==> config.mk <==
export PLATFORM = sky130hd
export DESIGN_NAME = barb_arbiter
export DESIGN_NICKNAME = d
export VERILOG_FILES = /design/src/barb_pkg.sv /design/src/barb_eng_if.sv /design/src/barb_arbiter.sv /design/src/barb_engine.sv /design/src/barb_sync3.sv
export SDC_FILE = /design/constraint.sdc
export NUM_CORES = 1
export LEC_CHECK = 0
export BUFFER_PORTS_ARGS = -buffer_cell sky130_fd_sc_hd__buf_4
export CAP_MARGIN = 10
export CORE_MARGIN = 1.5
export CORE_UTILIZATION = 35
export CTS_BUF_LIST = sky130_fd_sc_hd__clkbuf_4 sky130_fd_sc_hd__clkbuf_8
export CTS_CLUSTER_DIAMETER = 30
export CTS_CLUSTER_SIZE = 14
export DETAILED_ROUTE_END_ITERATION = 12
export GPL_ROUTABILITY_DRIVEN = 0
export GPL_TIMING_DRIVEN = 0
export SLEW_MARGIN = 10
export SYNTH_ARGS = -nofsm -noshare
export SYNTH_HDL_FRONTEND = slang
export SYNTH_SLANG_ARGS = --single-unit
export TNS_END_PERCENT = 30
==> constraint.sdc <==
create_clock -name CLK_SYS -period 2.15 [get_ports CLK_SYS]
set_input_delay 0.43 -clock CLK_SYS [delete_from_list [all_inputs] [get_ports CLK_SYS]]
set_output_delay 0.43 -clock CLK_SYS [all_outputs]
set_load 0.1 [all_outputs]
==> src/barb_pkg.sv <==
/*
  Shared constants and types of the bus arbiter with bus release and write buffers.
  Assumes a single system clock; every user writes barb_pkg::name.
*/
package barb_pkg;
  // ----------------------------------------
  // Register offsets and fields
  // ----------------------------------------
  localparam logic [3:0] OFS_CTRL_ONE   = 4'h0;
  localparam logic [3:0] OFS_CTRL_TWO   = 4'h4;
  localparam logic [3:0] OFS_PIN_CTRL   = 4'h8;
  localparam logic [3:0] OFS_STATUS     = 4'hc;
  localparam int         BIT_RELEASE_EN = 0;
  localparam int         BIT_CANCEL_OE  = 1;
  localparam int         BIT_EXT_WB_EN  = 2;
  localparam int         BIT_PER_WB_EN  = 0;
  localparam int         BIT_ALT_SEL    = 1;
  localparam int         BIT_PIN_IN_EN  = 0;
  localparam logic [2:0] RST_CTRL_ONE   = 3'h0;
  localparam logic [1:0] RST_CTRL_TWO   = 2'h0;
  localparam logic       RST_PIN_CTRL   = 1'b0;
  // ----------------------------------------
  // Masters, spaces, states
  // ----------------------------------------
  localparam logic [2:0] GNT_CPU = 3'h1;
  localparam logic [2:0] GNT_DTU = 3'h2;
  localparam logic [2:0] GNT_DMA = 3'h4;
  typedef enum logic [2:0] {
    SP_ROM     = 3'h0,
    SP_RAM     = 3'h1,
    SP_DMA_REG = 3'h2,
    SP_SYS_REG = 3'h3,
    SP_PFC_REG = 3'h4,
    SP_GEN_REG = 3'h5,
    SP_EXT     = 3'h6
  } barb_space_t;
  typedef enum logic [2:0] {
    ST_IDLE  = 3'h0,
    ST_ISSUE = 3'h1,
    ST_MEM   = 3'h2,
    ST_ENG   = 3'h3
  } barb_state_t;
  // ----------------------------------------
  // Cycle counts
  // ----------------------------------------
  localparam logic [4:0] CYC_ROM_RD  = 5'h01;
  localparam logic [4:0] CYC_ROM_WR  = 5'h06;
  localparam logic [4:0] CYC_RAM     = 5'h01;
  localparam logic [4:0] CYC_DMA_REG = 5'h02;
  localparam logic [4:0] CYC_SYS_RD  = 5'h02;
  localparam logic [4:0] CYC_SYS_WR  = 5'h03;
  localparam logic [4:0] PCL_PFC_RD  = 5'h02;
  localparam logic [4:0] PCL_PFC_WR  = 5'h03;
  localparam logic [4:0] PCL_GEN     = 5'h02;
  localparam logic [4:0] CYC_EXT     = 5'h03;
  localparam logic [4:0] CYC_EARLY   = 5'h02;
  localparam logic [4:0] PER_DIV     = 5'h04;
endpackage

==> src/barb_eng_if.sv <==
/*
  Handshake between the sequencer and one access engine.
  Assumes start is only raised while ready is high.
*/
`timescale 1ns/1ps
interface barb_eng_if;
  logic       start;
  logic [4:0] len;
  logic       ready;
  logic       early;
  logic       done;
  modport host (output start, len, input ready, early, done);
  modport eng  (input start, len, output ready, early, done);
endinterface

==> src/barb_arbiter.sv <==
/*
  Bus arbiter top: internal and external arbiters, access sequencer,
  external bus release handshake, external and peripheral write buffers,
  Avalon-MM register slave.
  Assumes masters hold request, write, space and hold until their done pulse.
*/
`timescale 1ns/1ps
// Contract
// - Leave bus-released state one cycle after release request pin returns high.
// - While released and cancel output enabled, pull cancel request low on external access.
// - Return cancel request high at rising edge of release acknowledge.
// - ROM read one cycle, ROM write six; RAM read and write one.
// - Peripheral-clock register access inserts zero to n-1 sync cycles.
// - Register groups take their listed internal or peripheral clock counts.
// - General peripheral registers write in two peripheral clocks; only they are buffered.
// - External write buffer works only when its enable bit is set.
// - Buffered external write runs alone two cycles, then overlaps internal accesses.
// - Peripheral write buffer works only when its enable bit is set.
// - Buffered register write runs alone two cycles, then overlaps memory or external.
// - Separate internal and external arbiters; external one also serves release requests.
// - Each arbiter grants highest priority; owner keeps bus until grant withdrawn.
// - External release request outranks any internal master external access.
// - With alternation set, core alternates with back-to-back transfer-unit or DMA cycles.
// - Internal accesses proceed while the external bus is released.
// - Core is lowest priority, yields at cycle end, in sleep every clock.
// - Core keeps the bus through atomic sequences it flags as unbreakable.
// - Transfer unit and DMA win internal arbiter before requesting external one.
// - Transfer unit keeps bus through descriptor and first-transfer phases.
// - DMA keeps bus between dual-address read and write; otherwise yields per cycle.
// - Release request counts only with both enable bits set, after current external cycle.
// - On release, acknowledge goes low and external bus outputs float.
module barb_arbiter (
  input  wire logic        CLK_SYS,
  input  wire logic        RST,
  input  wire logic [3:0]  AVS_ADDRESS,
  input  wire logic        AVS_READ,
  input  wire logic        AVS_WRITE,
  input  wire logic [31:0] AVS_WRITEDATA,
  input  wire logic [3:0]  AVS_BYTEENABLE,
  output logic [31:0]      AVS_READDATA,
  output logic             AVS_WAITREQUEST,
  input  wire logic [2:0]  MST_REQ,
  input  wire logic [2:0]  MST_WRITE,
  input  wire logic [8:0]  MST_SPACE,
  input  wire logic [2:0]  MST_HOLD,
  input  wire logic        CPU_SLEEP,
  input  wire logic        DMA_SINGLE,
  output logic [2:0]       MST_GRANT,
  output logic [2:0]       MST_DONE,
  input  wire logic        EXT_RELEASE_REQUEST_N,
  output logic             RELEASE_ACK_N,
  output logic             RELEASE_CANCEL_REQUEST_N,
  output logic             RELEASE_CANCEL_OE,
  output logic             EXT_BUS_OE
);
  // ----------------------------------------
  // Declarations
  // ----------------------------------------
  localparam int PG_MIN = 9;
  localparam int PG_MAX = 12;

  barb_eng_if ext_if ();
  barb_eng_if per_if ();

  logic [2:0]           ctrl_one_reg;
  logic [1:0]           ctrl_two_reg;
  logic                 pin_ctrl_reg;
  logic                 ack_reg;
  logic [31:0]          rdata_reg;
  logic [31:0]          read_mux;
  logic                 avs_req;
  logic                 wr_go;
  logic                 ext_release_request_n_n_lvl;
  logic                 rel_req;
  logic                 released_reg;
  logic                 released_next;
  logic                 cancel_reg;
  logic                 cancel_next;
  barb_pkg::barb_state_t state_reg;
  logic [2:0]           grant_reg;
  logic [2:0]           grant_next;
  logic [2:0]           done_reg;
  logic                 last_nc_reg;
  logic [4:0]           cnt_reg;
  logic                 sel_ext_reg;
  logic                 buf_reg;
  logic [4:0]           pdiv_cnt_reg;
  logic [4:0]           sync_cyc;
  logic                 cur_req;
  logic                 cur_wr;
  logic [2:0]           cur_sp_raw;
  barb_pkg::barb_space_t cur_sp;
  logic                 is_ext;
  logic                 is_mem;
  logic                 is_per;
  logic                 issue;
  logic                 mem_start;
  logic                 ext_buf;
  logic                 per_buf;
  logic                 wait_ext;
  logic                 hold_keep;
  logic                 eng_end;
  logic [4:0]           cur_len;

  // ----------------------------------------
  // Avalon-MM slave
  // ----------------------------------------
  assign avs_req         = AVS_READ | AVS_WRITE;
  assign AVS_WAITREQUEST = avs_req & ~ack_reg;
  assign AVS_READDATA    = rdata_reg;
  assign wr_go           = AVS_WRITE & ack_reg & AVS_BYTEENABLE[0];

  always_comb begin
    if (AVS_ADDRESS == barb_pkg::OFS_CTRL_ONE) begin
      read_mux = {29'h0, ctrl_one_reg};
    end else if (AVS_ADDRESS == barb_pkg::OFS_CTRL_TWO) begin
      read_mux = {30'h0, ctrl_two_reg};
    end else if (AVS_ADDRESS == barb_pkg::OFS_PIN_CTRL) begin
      read_mux = {31'h0, pin_ctrl_reg};
    end else if (AVS_ADDRESS == barb_pkg::OFS_STATUS) begin
      read_mux = {25'h0, grant_reg, ~per_if.ready, ~ext_if.ready, ~cancel_reg, released_reg};
    end else begin
      read_mux = 32'h0;
    end
  end

  always_ff @(posedge CLK_SYS) begin
    if (RST) begin
      ack_reg   <= 1'b0;
      rdata_reg <= 32'h0;
    end else begin
      ack_reg <= avs_req & ~ack_reg;
      if (avs_req & ~ack_reg) begin
        rdata_reg <= read_mux;
      end
    end
  end

  always_ff @(posedge CLK_SYS) begin
    if (RST) begin
      ctrl_one_reg <= barb_pkg::RST_CTRL_ONE;
      ctrl_two_reg <= barb_pkg::RST_CTRL_TWO;
      pin_ctrl_reg <= barb_pkg::RST_PIN_CTRL;
    end else if (wr_go) begin
      if (AVS_ADDRESS == barb_pkg::OFS_CTRL_ONE) begin
        ctrl_one_reg <= AVS_WRITEDATA[2:0];
      end else if (AVS_ADDRESS == barb_pkg::OFS_CTRL_TWO) begin
        ctrl_two_reg <= AVS_WRITEDATA[1:0];
      end else if (AVS_ADDRESS == barb_pkg::OFS_PIN_CTRL) begin
        pin_ctrl_reg <= AVS_WRITEDATA[barb_pkg::BIT_PIN_IN_EN];
      end
    end
  end

  // ----------------------------------------
  // Current owner and access length
  // ----------------------------------------
  always_comb begin
    cur_req    = 1'b0;
    cur_wr     = 1'b0;
    cur_sp_raw = 3'h0;
    for (int i = 0; i < 3; i++) begin
      if (grant_reg[i]) begin
        cur_req    = MST_REQ[i];
        cur_wr     = MST_WRITE[i];
        cur_sp_raw = MST_SPACE[3*i +: 3];
      end
    end
  end

  assign cur_sp   = barb_pkg::barb_space_t'(cur_sp_raw);
  assign is_ext   = cur_sp == barb_pkg::SP_EXT;
  assign is_mem   = (cur_sp == barb_pkg::SP_ROM) | (cur_sp == barb_pkg::SP_RAM);
  assign is_per   = ~is_ext & ~is_mem;
  assign sync_cyc = barb_pkg::PER_DIV - 5'h01 - pdiv_cnt_reg;

  always_ff @(posedge CLK_SYS) begin
    if (RST) begin
      pdiv_cnt_reg <= 5'h00;
    end else if (pdiv_cnt_reg == barb_pkg::PER_DIV - 5'h01) begin
      pdiv_cnt_reg <= 5'h00;
    end else begin
      pdiv_cnt_reg <= pdiv_cnt_reg + 5'h01;
    end
  end

  always_comb begin
    case (cur_sp)
      barb_pkg::SP_ROM:     cur_len = cur_wr ? barb_pkg::CYC_ROM_WR : barb_pkg::CYC_ROM_RD;
      barb_pkg::SP_RAM:     cur_len = barb_pkg::CYC_RAM;
      barb_pkg::SP_DMA_REG: cur_len = barb_pkg::CYC_DMA_REG;
      barb_pkg::SP_SYS_REG: cur_len = cur_wr ? barb_pkg::CYC_SYS_WR : barb_pkg::CYC_SYS_RD;
      barb_pkg::SP_PFC_REG: cur_len = sync_cyc + 5'((cur_wr ? barb_pkg::PCL_PFC_WR : barb_pkg::PCL_PFC_RD)
                                      * barb_pkg::PER_DIV);
      barb_pkg::SP_GEN_REG: cur_len = sync_cyc + 5'(barb_pkg::PCL_GEN * barb_pkg::PER_DIV);
      default:              cur_len = barb_pkg::CYC_EXT;
    endcase
  end

  assign ext_buf = is_ext & ctrl_one_reg[barb_pkg::BIT_EXT_WB_EN]
                 & (cur_wr | ((grant_reg == barb_pkg::GNT_DMA) & DMA_SINGLE));
  assign per_buf = (cur_sp == barb_pkg::SP_GEN_REG) & cur_wr & ctrl_two_reg[barb_pkg::BIT_PER_WB_EN];

  // ----------------------------------------
  // Engines and dispatch
  // ----------------------------------------
  assign issue        = (state_reg == barb_pkg::ST_ISSUE) & cur_req;
  assign mem_start    = issue & is_mem;
  assign per_if.start = issue & is_per & per_if.ready;
  assign per_if.len   = cur_len;
  assign ext_if.start = issue & is_ext & ext_if.ready & ~released_reg & ~rel_req;
  assign ext_if.len   = cur_len;
  assign wait_ext     = issue & is_ext & released_reg;
  assign eng_end      = sel_ext_reg ? (buf_reg ? ext_if.early : ext_if.done)
                                    : (buf_reg ? per_if.early : per_if.done);

  barb_engine u_ext_eng (
    .clk_sys (CLK_SYS),
    .rst     (RST),
    .eng     (ext_if)
  );

  barb_engine u_per_eng (
    .clk_sys (CLK_SYS),
    .rst     (RST),
    .eng     (per_if)
  );

  // ----------------------------------------
  // Internal arbiter
  // ----------------------------------------
  assign hold_keep = |(grant_reg & MST_HOLD & MST_REQ & ~(CPU_SLEEP ? barb_pkg::GNT_CPU : 3'h0));

  always_comb begin
    if (hold_keep) begin
      grant_next = grant_reg;
    end else if (ctrl_two_reg[barb_pkg::BIT_ALT_SEL] & last_nc_reg & MST_REQ[0]) begin
      grant_next = barb_pkg::GNT_CPU;
    end else if (|(MST_REQ & barb_pkg::GNT_DMA)) begin
      grant_next = barb_pkg::GNT_DMA;
    end else if (|(MST_REQ & barb_pkg::GNT_DTU)) begin
      grant_next = barb_pkg::GNT_DTU;
    end else if (|(MST_REQ & barb_pkg::GNT_CPU)) begin
      grant_next = barb_pkg::GNT_CPU;
    end else begin
      grant_next = 3'h0;
    end
  end

  always_ff @(posedge CLK_SYS) begin
    if (RST) begin
      state_reg   <= barb_pkg::ST_IDLE;
      grant_reg   <= 3'h0;
      done_reg    <= 3'h0;
      last_nc_reg <= 1'b0;
      cnt_reg     <= 5'h00;
      sel_ext_reg <= 1'b0;
      buf_reg     <= 1'b0;
    end else begin
      done_reg <= 3'h0;
      case (state_reg)
        barb_pkg::ST_IDLE: begin
          grant_reg <= grant_next;
          if (|grant_next) begin
            state_reg <= barb_pkg::ST_ISSUE;
          end
        end
        barb_pkg::ST_ISSUE: begin
          if (!cur_req) begin
            state_reg <= barb_pkg::ST_IDLE;
          end else if (mem_start) begin
            cnt_reg   <= cur_len;
            state_reg <= barb_pkg::ST_MEM;
          end else if (per_if.start) begin
            sel_ext_reg <= 1'b0;
            buf_reg     <= per_buf;
            state_reg   <= barb_pkg::ST_ENG;
          end else if (ext_if.start) begin
            sel_ext_reg <= 1'b1;
            buf_reg     <= ext_buf;
            state_reg   <= barb_pkg::ST_ENG;
          end
        end
        barb_pkg::ST_MEM: begin
          if (cnt_reg == 5'h01) begin
            state_reg   <= barb_pkg::ST_IDLE;
            done_reg    <= grant_reg;
            last_nc_reg <= ~|(grant_reg & barb_pkg::GNT_CPU);
          end else begin
            cnt_reg <= cnt_reg - 5'h01;
          end
        end
        barb_pkg::ST_ENG: begin
          if (eng_end) begin
            state_reg   <= barb_pkg::ST_IDLE;
            done_reg    <= grant_reg;
            last_nc_reg <= ~|(grant_reg & barb_pkg::GNT_CPU);
          end
        end
        default: state_reg <= barb_pkg::ST_IDLE;
      endcase
    end
  end

  assign MST_GRANT = grant_reg;
  assign MST_DONE  = done_reg;

  // ----------------------------------------
  // External arbiter and bus release
  // ----------------------------------------
  barb_sync3 u_ext_release_request_n_sync (
    .clk_sys   (CLK_SYS),
    .rst       (RST),
    .async_in  (EXT_RELEASE_REQUEST_N),
    .level_out (ext_release_request_n_n_lvl)
  );

  assign rel_req = ~ext_release_request_n_n_lvl & ctrl_one_reg[barb_pkg::BIT_RELEASE_EN] & pin_ctrl_reg;

  always_comb begin
    if (released_reg) begin
      released_next = ~ext_release_request_n_n_lvl;
    end else begin
      released_next = rel_req & ext_if.ready;
    end
    if (released_next) begin
      cancel_next = cancel_reg & ~(ctrl_one_reg[barb_pkg::BIT_CANCEL_OE] & wait_ext);
    end else begin
      cancel_next = 1'b1;
    end
  end

  always_ff @(posedge CLK_SYS) begin
    if (RST) begin
      released_reg <= 1'b0;
      cancel_reg   <= 1'b1;
    end else begin
      released_reg <= released_next;
      cancel_reg   <= cancel_next;
    end
  end

  assign RELEASE_ACK_N            = ~released_reg;
  assign EXT_BUS_OE               = ~released_reg;
  assign RELEASE_CANCEL_REQUEST_N = cancel_reg;
  assign RELEASE_CANCEL_OE        = ctrl_one_reg[barb_pkg::BIT_CANCEL_OE];
endmodule

==> src/barb_engine.sv <==
/*
  Access engine: runs one access of a given length, one pending at most.
  Assumes len is at least one and start only while ready.
*/
`timescale 1ns/1ps
module barb_engine (
  input  wire logic clk_sys,
  input  wire logic rst,
  barb_eng_if.eng   eng
);
  logic       busy_reg;
  logic [4:0] cnt_reg;
  logic [4:0] len_reg;
  logic       take;

  assign take      = eng.start & ~busy_reg;
  assign eng.ready = ~busy_reg;
  assign eng.done  = busy_reg & (cnt_reg == len_reg);
  assign eng.early = eng.done | (busy_reg & (cnt_reg >= barb_pkg::CYC_EARLY));

  always_ff @(posedge clk_sys) begin
    if (rst) begin
      busy_reg <= 1'b0;
    end else if (take) begin
      busy_reg <= 1'b1;
    end else if (eng.done) begin
      busy_reg <= 1'b0;
    end
  end

  always_ff @(posedge clk_sys) begin
    if (rst) begin
      cnt_reg <= 5'h00;
      len_reg <= 5'h00;
    end else if (take) begin
      cnt_reg <= 5'h01;
      len_reg <= eng.len;
    end else if (busy_reg) begin
      cnt_reg <= cnt_reg + 5'h01;
    end
  end
endmodule

==> src/barb_sync3.sv <==
/*
  Three-flop synchroniser for a pin, idle high.
  Assumes the pin is asynchronous to clk_sys.
*/
`timescale 1ns/1ps
module barb_sync3 (
  input  wire logic clk_sys,
  input  wire logic rst,
  input  wire logic async_in,
  output logic      level_out
);
  logic s1_reg;
  logic s2_reg;
  logic s3_reg;
  always_ff @(posedge clk_sys) begin
    if (rst) begin
      s1_reg    <= 1'b1;
      s2_reg    <= 1'b1;
      s3_reg    <= 1'b1;
      level_out <= 1'b1;
    end else begin
      s1_reg <= async_in;
      s2_reg <= s1_reg;
      s3_reg <= s2_reg;
      if (s2_reg == s3_reg) begin
        level_out <= s3_reg;
      end
    end
  end
endmodule

==> summary.md, run 1 <==
| Metric | Value |
|---|---|
| Status | finished, violations left |
| Failing checks | setup timing |
| Vias per cell | 4.842 |
| Critical path type | reg2reg |
| Async S/R FF share, synth | 0 |
| Slowest stage delay, CP | 0.51 ns |
| Die width | 101.8 um |
| Rows | 35 |
| Area leader, netlist | dfxtp_1 |
| Wire length on met3 | 515 um |
| # fillers | 936 |
| TritonCTS Buffers | 9 |
| H-Tree Depth | 3 |
| First-pass GRT wire length | 13570 um |
| Initial antenna violation count | 0 |
| Top post-synthesis cells by count | 63 x dfxtp_1, 45 x nor2_1, 28 x buf_4 |
| Layout Utilization | 0.4773 |
| Post-synthesis sequential area ratio | 0.3694 |
| Largest register FFs | 7 |
| Main synth FF type | dfxtp_1 |
| Final Skew | 0.008032 ns |
| DR iter-0 viols | 177 |
| Type of the worst min-delay path | in2reg |
| Final setup viols | 1 |
| TNS Setup | -0.03623 ns |
| CTS root buf | clkbuf_8 |
| Sw Ratio | 0.4008 |
| Synth Area per Inst | 8.558 um^2 |
| P_leak | 1.959 nW |
| Comb pwr share | 0.358 |
| Crit share post-route | 1.017 |
| Synth top area share | 0.3694 |
| Core area | 9328 um^2 |
| Drt total wl | 8714 um |
| Wire per inst | 13.88 um |
| IO buf count | 49 |
| Crit start category | register |
| Share of post-route cells with drive strength above 1 | 0.2846 |
| Worst path top cell family by delay | simple AND/OR/NAND/NOR gates |
| Max Clock Freq | 457.4 MHz |
| DRC violation count after routing | 0 |
| Starting Density | 0.3661 |
| DRT met1 WL | 3916 um |
| Slowest cell on crit path | or4b_4 |
| Post-route setup slack | -0.03623 ns |
| CTS clk-pin slew, worst paths | 0.08 ns |
| Antenna-violating nets left | 0 |
| Slew HR | 0.5460 |
| Die area | 10360 um^2 |
| Sequential cell area | 1281 um^2 |
| Pin count of the biggest net entering global routing | 13 |
| Clock sinks | 63 |
| Top-count cell post-synth | dfxtp_1 |
| Layout Nets | 570 |
| Synth area leaders | dfxtp_1 37%, buf_4 6.2%, nor2_1 4.9%, xor2_1 4.4%, ha_1 4.0% |
| Final Hold Viols | 0 |
| Hold_buf cts | 0 |
| Total Power | 3.457 mW |
| Arr. time, crit path | 2.47 ns |
| CTS tree | built |
| Worst Path Max Fanout | 5 |
| Worst path cell trace | inv_1 > ha_1 > or4_4 > o211ai_2 > a21boi_2 > or4b_4 > a31o_1 > a21oi_2 |
| WL met2 | 4181 um |
| Highest metal used | met4 |
| Clock Power Share | 0.263 |
| Die height | 101.8 um |
| Sum of net half-perimeters after detailed placement | 6391 um |
| RSZ-0062 raised after global routing | yes |
| Via count | 3041 |
| Critical path data required time | 2.43 ns |
| CTS Buffer Depth | 2 |
| IO Pins | 108 |
| Max Cap Viol | 0 |
| Layout area overhead | 30.38% |
| GRT Resource Usage Total | 0.1707 |
| Tmin final | 2.186 ns |
| WP buf/inv | 1 |
| GR Overflow Total | 0 |
| DRT Pass-1 Iters | 4 |
| Synth Warn # | 0 |
| Worst-Margin Slew | 0.6748 ns |
| Slew Viols, Final | 0 |
| CP Capture Type | register |
| PwrDens | 776.5 nW/um^2 |
| Hold Slack | 0.2597 ns |
| Seq cells post-synth | 63 |
| Sw Pwr | 1.386 mW |
| Reg power frac | 0.379 |
| Internal Power | 2.071 mW |
| Clk_lat worst skew | 0.35 ns |
| Number of synthesized flops with an enable pin | 0 |
| Area of the multi-input gates | 2003 um^2 |
| Post-synth cell types | 61 |
| VDD IR-drop max | 396.7 uV |
| Number of global-route vias before repair | 2806 |
| Synth Cell Area | 3415 um^2 |
| Syn Inst Count | 399 |
| Number of antenna diodes | 0 |
[placed cells by master (no fill, tap or decap), types with 3 or more instances in the layout]
| cell type | synthesis | routed |
|---|---|---|
| conb_1 | 1 | 25 |
| and2_1 | 4 | 4 |
| dfxtp_1 | 63 | 57 |
| a21oi_1 | 20 | 18 |
| o21ai_0 | 9 | 8 |
| nand4_1 | 10 | 10 |
| and3b_1 | 3 | 3 |
| clkbuf_1 | 11 | 9 |
| and3_1 | 5 | 5 |
| or2_2 | 4 | 4 |
| nand3_1 | 8 | 8 |
| mux2i_1 | 12 | 12 |
| nor3_1 | 9 | 9 |
| xor2_1 | 17 | 17 |
| buf_4 | 28 | 87 |
| a21oi_2 | 1 | 3 |
| inv_1 | 25 | 24 |
| ha_1 | 11 | 10 |
| a22oi_1 | 10 | 8 |
| nor3b_1 | 3 | 3 |
| nand3b_1 | 8 | 8 |
| clkbuf_8 | 0 | 9 |
| dfxtp_4 | 0 | 5 |
| nor2_1 | 45 | 44 |
| nand2_1 | 25 | 25 |
| xnor2_1 | 5 | 5 |
| a2111oi_0 | 3 | 3 |
| a31oi_1 | 6 | 5 |
| a211oi_1 | 8 | 8 |
| nor2b_1 | 3 | 3 |
| clkinv_2 | 0 | 3 |
[final cells by class]
cell class | instances | share of cell area
Sequential cell | 63 | 0.2878
Clock inverter | 7 | 0.01096
Timing Repair Buffer | 61 | 0.1037
Tap cell | 129 | 0.03626
Buffer | 40 | 0.06183
Inverter | 25 | 0.02164
Clock buffer | 9 | 0.02782
Multi-Input combinational cell | 294 | 0.4500
[power by group through the flow]
| stage | logic [mW] | registers (mW) | clock network, mW |
|---|---|---|---|
| floorplan | 0.754 | 1.41 | 0 |
| global placement | 1.07 | 1.33 | 0 |
| finish | 1.24 | 1.31 | 0.911 |
| CTS | 1.09 | 1.30 | 0.940 |
| global route | 1.32 | 1.32 | 0.998 |
| detailed placement | 1.07 | 1.33 | 0 |
[worst reg2reg max path, cell delays in order (launching register included)]
cell and delay, ns:
dfxtp_4 0.38, inv_1 0.05, ha_1 0.18, or4_4 0.42, o211ai_2 0.17, a21boi_2 0.10
or4b_4 0.51, a31o_1 0.20, a21oi_2 0.12
[worst paths after layout]
kind | startpoint | depth (start not counted) | to | slack, ns
max | u_ext_eng.cnt_reg[0]$_SDFFE_PP0P_ | 8 | state_reg[1]$_SDFFE_PP0P_ | -0.04
min | EXT_RELEASE_REQUEST_N | 2 | u_ext_release_request_n_sync.s1_reg$_SDFF_PP1_ | 0.26
max reg2reg | u_ext_eng.cnt_reg[0]$_SDFFE_PP0P_ | 8 | state_reg[1]$_SDFFE_PP0P_ | -0.04
min reg2reg | u_ext_release_request_n_sync.s1_reg$_SDFF_PP1_ | 1 | u_ext_release_request_n_sync.s2_reg$_SDFF_PP1_ | 0.41
[repair_timing]
item,in CTS,in global routing
setup buffers,0,12
hold endpoints to repair,0,0
endpoints found under the setup margin,10,30
pin swaps,0,14
gates resized for setup,4,28
[cells by family after synthesis]
group	after synthesis	share of synthesized area
muxes	15	0.04837
adders and majority gates	11	0.04031
and+or+nand+nor	140	0.2144
DFF	63	0.3694
AOI/OAI and AO/OA	81	0.1660
other	1	0.001098
buffers and inverters	66	0.1041
xor gates and xnor gates	22	0.05643
[routing by layer]
layer	GRT usage	up-vias
met2	0.2744	93
met1	0.2216	1395
met4	0.05556	0
li1	-	1545
met5	0	-
met3	0.04693	8
[through the flow]
step                area (um^2)  cells  worst slack (ns)
detailed placement         4053    601           -0.1521
global route               4452    628           -0.1033
global placement           4053    601           -0.1297
finish                     4452    628          -0.03623
CTS                        4243    617           -0.1013
floorplan                  3523    423         0.0007880
Note: power is estimated with default switching activity, not from simulation.
==> run 2: changes to the inputs <==
Settings changed: MAX_ROUTING_LAYER set to met4.
==> summary.md, run 2 (synthesis gave the netlist of run 1 again) <==
| Metric | Value |
|---|---|
| Status | finished, violations left (unchanged) |
| Failing checks | setup timing (unchanged) |
| Commonest non-fill, non-tap cell in the layout | buf_4 (unchanged) |
| CTS root buf | clkbuf_8 (unchanged) |
| Die height | 101.8 um (unchanged) |
| Worst R2R Path Depth | 8 (unchanged) |
| Critical path type | reg2reg (unchanged) |
| Worst-Margin Slew | 0.6595 ns (was 0.6748 ns) |
| Max Clock Freq | 457.5 MHz (was 457.4 MHz) |
| Sum of net half-perimeters after detailed placement | 6391 um (unchanged) |
| CTS tree | built (unchanged) |
| Via count | 3059 (was 3041) |
| Hold Slack | 0.2564 ns (was 0.2597 ns) |
| CP Capture Type | register (unchanged) |
| Max Cap Viol | 0 (unchanged) |
| GR Overflow Total | 0 (unchanged) |
| Type of the worst min-delay path | in2reg (unchanged) |
| Post-route setup slack | -0.03579 ns (was -0.03623 ns) |
| Layout Utilization | 0.4773 (unchanged) |
| Crit share post-route | 1.017 (about the same) |
| Slew HR | 0.5562 (was 0.5460) |
| Most frequent cells in the layout | 87 x buf_4, 57 x dfxtp_1, 44 x nor2_1, 25 x nand2_1, 25 x conb_1 (unchanged) |
| IO Pins | 108 (unchanged) |
| Starting Density | 0.3661 (unchanged) |
| Post-route design area | 4452 um^2 (unchanged) |
| DR iter-0 viols | 165 (was 177) |
| Layout area overhead | 30.38% (unchanged) |
| Final Skew | 0.01122 ns (was 0.008032 ns) |
| RSZ-0062 raised after global routing | yes (unchanged) |
| Number of antenna diodes | 0 (unchanged) |
| Wire per inst | 13.92 um (was 13.88 um) |
| Largest register FFs | 7 (unchanged) |
| Final Hold Viols | 0 (unchanged) |
| Die width | 101.8 um (unchanged) |
| CTS Buffer Depth | 2 (unchanged) |
| DRT Pass-1 Iters | 4 (unchanged) |
| TritonCTS Buffers | 9 (unchanged) |
| VDD IR-drop max | 396.0 uV (was 396.7 uV) |
| PwrDens | 777.1 nW/um^2 (was 776.5 nW/um^2) |
| Critical path data required time | 2.43 ns (about the same) |
| Layout Nets | 570 (unchanged) |
| Final setup viols | 1 (unchanged) |
| Number of global-route vias before repair | 2798 (was 2806) |
| Slew Viols, Final | 0 (unchanged) |
| Hold depth | 2 (unchanged) |
| Clk_lat worst skew | 0.35 ns (about the same) |
| Crit start category | register (unchanged) |
| DRC violation count after routing | 0 (unchanged) |
| Initial antenna violation count | 0 (unchanged) |
| CTS clk-pin slew, worst paths | 0.08 ns (about the same) |
| Rows | 35 (unchanged) |
| Tmin final | 2.186 ns (about the same) |
| Antenna-violating nets left | 0 (unchanged) |
| P_leak | 1.959 nW (unchanged) |
| First-pass GRT wire length | 13570 um (unchanged) |
| Arr. time, crit path | 2.47 ns (about the same) |
| Die area | 10360 um^2 (unchanged) |
| GRT Resource Usage Total | 0.1755 (was 0.1707) |
| Hold_buf cts | 0 (unchanged) |
| Share of post-route cells with drive strength above 1 | 0.2846 (unchanged) |
| Core area | 9328 um^2 (unchanged) |
| H-Tree Depth | 3 (unchanged) |
| Worst Path Max Fanout | 5 (unchanged) |
| Vias per cell | 4.871 (was 4.842) |
| IO buf count | 49 (unchanged) |
| Pre-CTS setup slack | -0.1521 ns (unchanged) |
| Post-DP Area | 4053 um^2 (unchanged) |
| Drt total wl | 8739 um (was 8714 um) |
| Clock sinks | 63 (unchanged) |
| Pin count of the biggest net entering global routing | 13 (unchanged) |
==> run 2: area by class of cell <==
class	instances	area, um^2
clock buffers	9	123.9
well taps	129	161.4
repair buffers	61	461.7
inverters	25	96.34
clock inverters	7	48.80
plain buffers	40	275.3
fillers	936	4876
multi-input cells	294	2003
flip-flops and latches	63	1281
==> run 2: critical path, cell delays in order (launching register included) <==
cell and delay (ns):
dfxtp_4 0.38, inv_1 0.05, ha_1 0.18, or4_4 0.42
o211ai_2 0.17, a21boi_2 0.10, or4b_4 0.51, a31o_1 0.20
a21oi_2 0.12
==> run 2: metal layers <==
metal | global-route usage | wire (um) | part of all wire
met3 | 0.04486 | 450 | 0.051
met2 | 0.2744 | 4127 | 0.47
met5 | - | 0 | 0
met1 | 0.2216 | 4049 | 0.46
met4 | 0.05556 | 111 | 0.013
==> run 2: what timing repair did <==
| action | CTS | global route |
|---|---|---|
| pin swaps | 0 | 14 |
| resized for setup | 4 | 28 |
| endpoints found under the setup margin | 10 | 30 |
| setup buffers | 0 | 12 |
==> run 2: path summary, 6_finish.rpt <==
| kind | start | endpoint | slack (ns) |
|---|---|---|---|
| max | u_ext_eng.cnt_reg[0]$_SDFFE_PP0P_ | state_reg[1]$_SDFFE_PP0P_ | -0.04 |
| min | EXT_RELEASE_REQUEST_N | u_ext_release_request_n_sync.s1_reg$_SDFF_PP1_ | 0.26 |
| max reg2reg | u_ext_eng.cnt_reg[0]$_SDFFE_PP0P_ | state_reg[1]$_SDFFE_PP0P_ | -0.04 |
| min reg2reg | u_ext_release_request_n_sync.s1_reg$_SDFF_PP1_ | u_ext_release_request_n_sync.s2_reg$_SDFF_PP1_ | 0.42 |
==> run 2: power by group <==
part	switching, mW	total (mW)	leakage (nW)	internal [mW]
clock network	0.495	0.914	0.0894	0.419
registers	0.0742	1.31	0.514	1.23
logic	0.819	1.24	1.36	0.418
==> run 2: per-stage QoR <==
step                instances  power (mW)  setup TNS (ns)
floorplan                 423       2.162               0
global placement          601       2.394         -0.9572
detailed placement        601       2.401          -1.001
CTS                       617       3.331         -0.1125
global route              628       3.637         -0.3649
finish                    628       3.459        -0.03579
==> run 3: changes to the inputs <==
Settings changed: CORE_UTILIZATION 35 to 42, PLACE_DENSITY set to 0.7, SETUP_SLACK_MARGIN set to 0.3.
==> summary.md, run 3 (synthesis gave the netlist of run 1 again) <==
| Metric | Value |
|---|---|
| Crit. Startpoint | u_ext_eng.cnt_reg[0]$_SDFFE_PP0P_ (unchanged) |
| First-pass GRT wire length | 14010 um (was 13570 um) |
| Crit share post-route | 0.9775 (was 1.017) |
| VDD IR-drop max | 357.8 uV (was 396.0 uV) |
| RSZ-0062 raised after global routing | yes (unchanged) |
| Slew HR | 0.4948 (was 0.5562) |
| CP Capture Type | register (unchanged) |
| CTS clk-pin slew, worst paths | 0.07 ns (was 0.08 ns) |
| IO Pins | 108 (unchanged) |
| Clk_lat worst skew | 0.35 ns (about the same) |
| GR Overflow Total | 0 (unchanged) |
| Final Skew | 0.009645 ns (was 0.01122 ns) |
| Drt total wl | 9040 um (was 8739 um) |
| Antenna-violating nets left | 0 (unchanged) |
| Hold Slack | 0.2573 ns (was 0.2564 ns) |
| Placed Instances | 574 (was 601) |
| Tmin final | 2.102 ns (was 2.186 ns) |
| CTS root buf | clkbuf_8 (unchanged) |
| WP buf/inv | 1 (unchanged) |
| DRT Pass-1 Iters | 4 (unchanged) |
| FF-to-FF End | state_reg[1]$_SDFFE_PP0P_ (unchanged) |
| Vias per cell | 5.233 (was 4.871) |
| Critical path data required time | 2.43 ns (about the same) |
| TritonCTS Buffers | 9 (unchanged) |
| Largest register FFs | 7 (unchanged) |
| Worst Path Max Fanout | 3 (was 5) |
| Worst flop-to-flop path startpoint | u_ext_eng.cnt_reg[0]$_SDFFE_PP0P_ (unchanged) |
| CTS tree | built (unchanged) |
| Post-route design area | 4653 um^2 (was 4452 um^2) |
| Die height | 93.17 um (was 101.8 um) |
| Commonest non-fill, non-tap cell in the layout | buf_4 (unchanged) |
| Slowest stage delay, CP | 0.50 ns (was 0.51 ns) |
| IO buf count | 49 (unchanged) |
| Rows | 32 (was 35) |
| Worst R2R Path Depth | 8 (unchanged) |
| TNS Setup | 0 ns (was -0.03579 ns) |
| P_leak | 2.068 nW (was 1.959 nW) |
| R2r setup slk | 0.05 ns (was -0.04 ns) |
| DR iter-0 viols | 214 (was 165) |
| GRT Resource Usage Total | 0.2135 (was 0.1755) |
| Wire per inst | 14.65 um (was 13.92 um) |
| Via count | 3229 (was 3059) |
| Max Clock Freq | 475.8 MHz (was 457.5 MHz) |
| Critical path type | reg2reg (unchanged) |
| Status | completed (was finished, violations left) |
| CTS Buffer Depth | 2 (unchanged) |
| Final setup viols | 0 (was 1) |
| Final Hold Viols | 0 (unchanged) |
| Type of the worst min-delay path | in2reg (unchanged) |
| Share of post-route cells with drive strength above 1 | 0.3476 (was 0.2846) |
| Post-Layout Cell Count | 617 (was 628) |
| Worst-Margin Slew | 0.7578 ns (was 0.6595 ns) |
| Initial antenna violation count | 0 (unchanged) |
| Arr. time, crit path | 2.38 ns (was 2.47 ns) |
| Crit. path cell count | 8 (unchanged) |
| Max Cap Viol | 0 (unchanged) |
| Layout area overhead | 36.28% (was 30.38%) |
| Slew Viols, Final | 0 (unchanged) |
| Number of global-route vias before repair | 2906 (was 2798) |
| Layout Utilization | 0.5960 (was 0.4773) |
| Total Power | 3.675 mW (was 3.459 mW) |
| Number of antenna diodes | 0 (unchanged) |
| Sum of net half-perimeters after detailed placement | 6093 um (was 6391 um) |
| Pin count of the biggest net entering global routing | 11 (was 13) |
| Most frequent cells in the layout | 101 x buf_4, 56 x dfxtp_1, 44 x nor2_1, 25 x conb_1, 24 x nand2_1 (was 87 x buf_4, 57 x dfxtp_1, 44 x nor2_1, 25 x nand2_1, 25 x conb_1) |
| Starting Density | 0.4373 (was 0.3661) |
| Layout Nets | 586 (was 570) |
| H-Tree Depth | 3 (unchanged) |
| Clock sinks | 63 (unchanged) |
| DRC violation count after routing | 0 (unchanged) |
| PwrDens | 789.7 nW/um^2 (was 777.1 nW/um^2) |
| Die width | 93.17 um (was 101.8 um) |
| Post-route setup slack | 0.04847 ns (was -0.03579 ns) |
| Core area | 7807 um^2 (was 9328 um^2) |
| Pre-CTS setup slack | -0.08501 ns (was -0.1521 ns) |
| Slowest cell on crit path | or4b_4 (unchanged) |
| Crit start category | register (unchanged) |
| Worst path top cell family by delay | simple AND/OR/NAND/NOR gates (unchanged) |
| Die area | 8680 um^2 (was 10360 um^2) |
| Worst path cell trace | inv_2 > ha_2 > or4_4 > o211ai_2 > a21boi_2 > or4b_4 > a31o_1 > a21oi_2 (was inv_1 > ha_1 > or4_4 > o211ai_2 > a21boi_2 > or4b_4 > a31o_1 > a21oi_2) |
| Post-DP Area | 4073 um^2 (was 4053 um^2) |
| Crit path to | state_reg[1]$_SDFFE_PP0P_ (unchanged) |
[run 3: worst min-delay path by stage]
| stage | to | startpoint | depth (start not counted) | slack, ns |
|---|---|---|---|---|
| finish | u_ext_release_request_n_sync.s1_reg$_SDFF_PP1_ | EXT_RELEASE_REQUEST_N | 2 | 0.26 |
| detailed placement | u_ext_release_request_n_sync.s2_reg$_SDFF_PP1_ | u_ext_release_request_n_sync.s1_reg$_SDFF_PP1_ | 1 | 0.40 |
| CTS | u_ext_release_request_n_sync.s1_reg$_SDFF_PP1_ | EXT_RELEASE_REQUEST_N | 2 | 0.25 |
| global route | u_ext_release_request_n_sync.s1_reg$_SDFF_PP1_ | EXT_RELEASE_REQUEST_N | 2 | 0.26 |
| global placement | u_ext_release_request_n_sync.s2_reg$_SDFF_PP1_ | u_ext_release_request_n_sync.s1_reg$_SDFF_PP1_ | 1 | 0.40 |
| floorplan | u_ext_release_request_n_sync.s2_reg$_SDFF_PP1_ | u_ext_release_request_n_sync.s1_reg$_SDFF_PP1_ | 1 | 0.39 |
[run 3: what timing repair did]
action | in CTS | in global routing
setup endpoints to repair | 36 | 36
pin swaps | 17 | 10
hold buffers | 0 | 0
gates resized for setup | 28 | 18
cloned | 0 | 0
setup buffers | 19 | 8
[run 3: power breakdown]
group | total, mW | switching [mW] | internal (mW)
Combinational | 1.42 | 0.898 | 0.517
Sequential | 1.31 | 0.0718 | 1.23
Clock | 0.953 | 0.467 | 0.486
[run 3: worst register-to-register path, cell delays in order (launching register included)]
cell and delay (ns):
dfxtp_4 0.36, inv_2 0.03, ha_2 0.16, or4_4 0.42, o211ai_2 0.17, a21boi_2 0.08
or4b_4 0.50, a31o_1 0.20, a21oi_2 0.12
[run 3: cell type report]
cell class | count | area [um^2]
clock buffers | 12 | 158.9
plain buffers | 41 | 284.0
inverters | 25 | 93.84
well taps | 102 | 127.6
clock inverters | 4 | 20.02
repair buffers | 76 | 574.3
flip-flops and latches | 63 | 1282
fillers | 691 | 3154
multi-input cells | 294 | 2112
[run 3: layer usage]
layer | vias to the layer above | track usage | part of all wire
li1 | 1580 | - | -
met1 | 1510 | 0.2610 | 0.43
met2 | 118 | 0.3418 | 0.48
met3 | 21 | 0.03984 | 0.065
met4 | 0 | 0.09848 | 0.022
met5 | - | - | 0
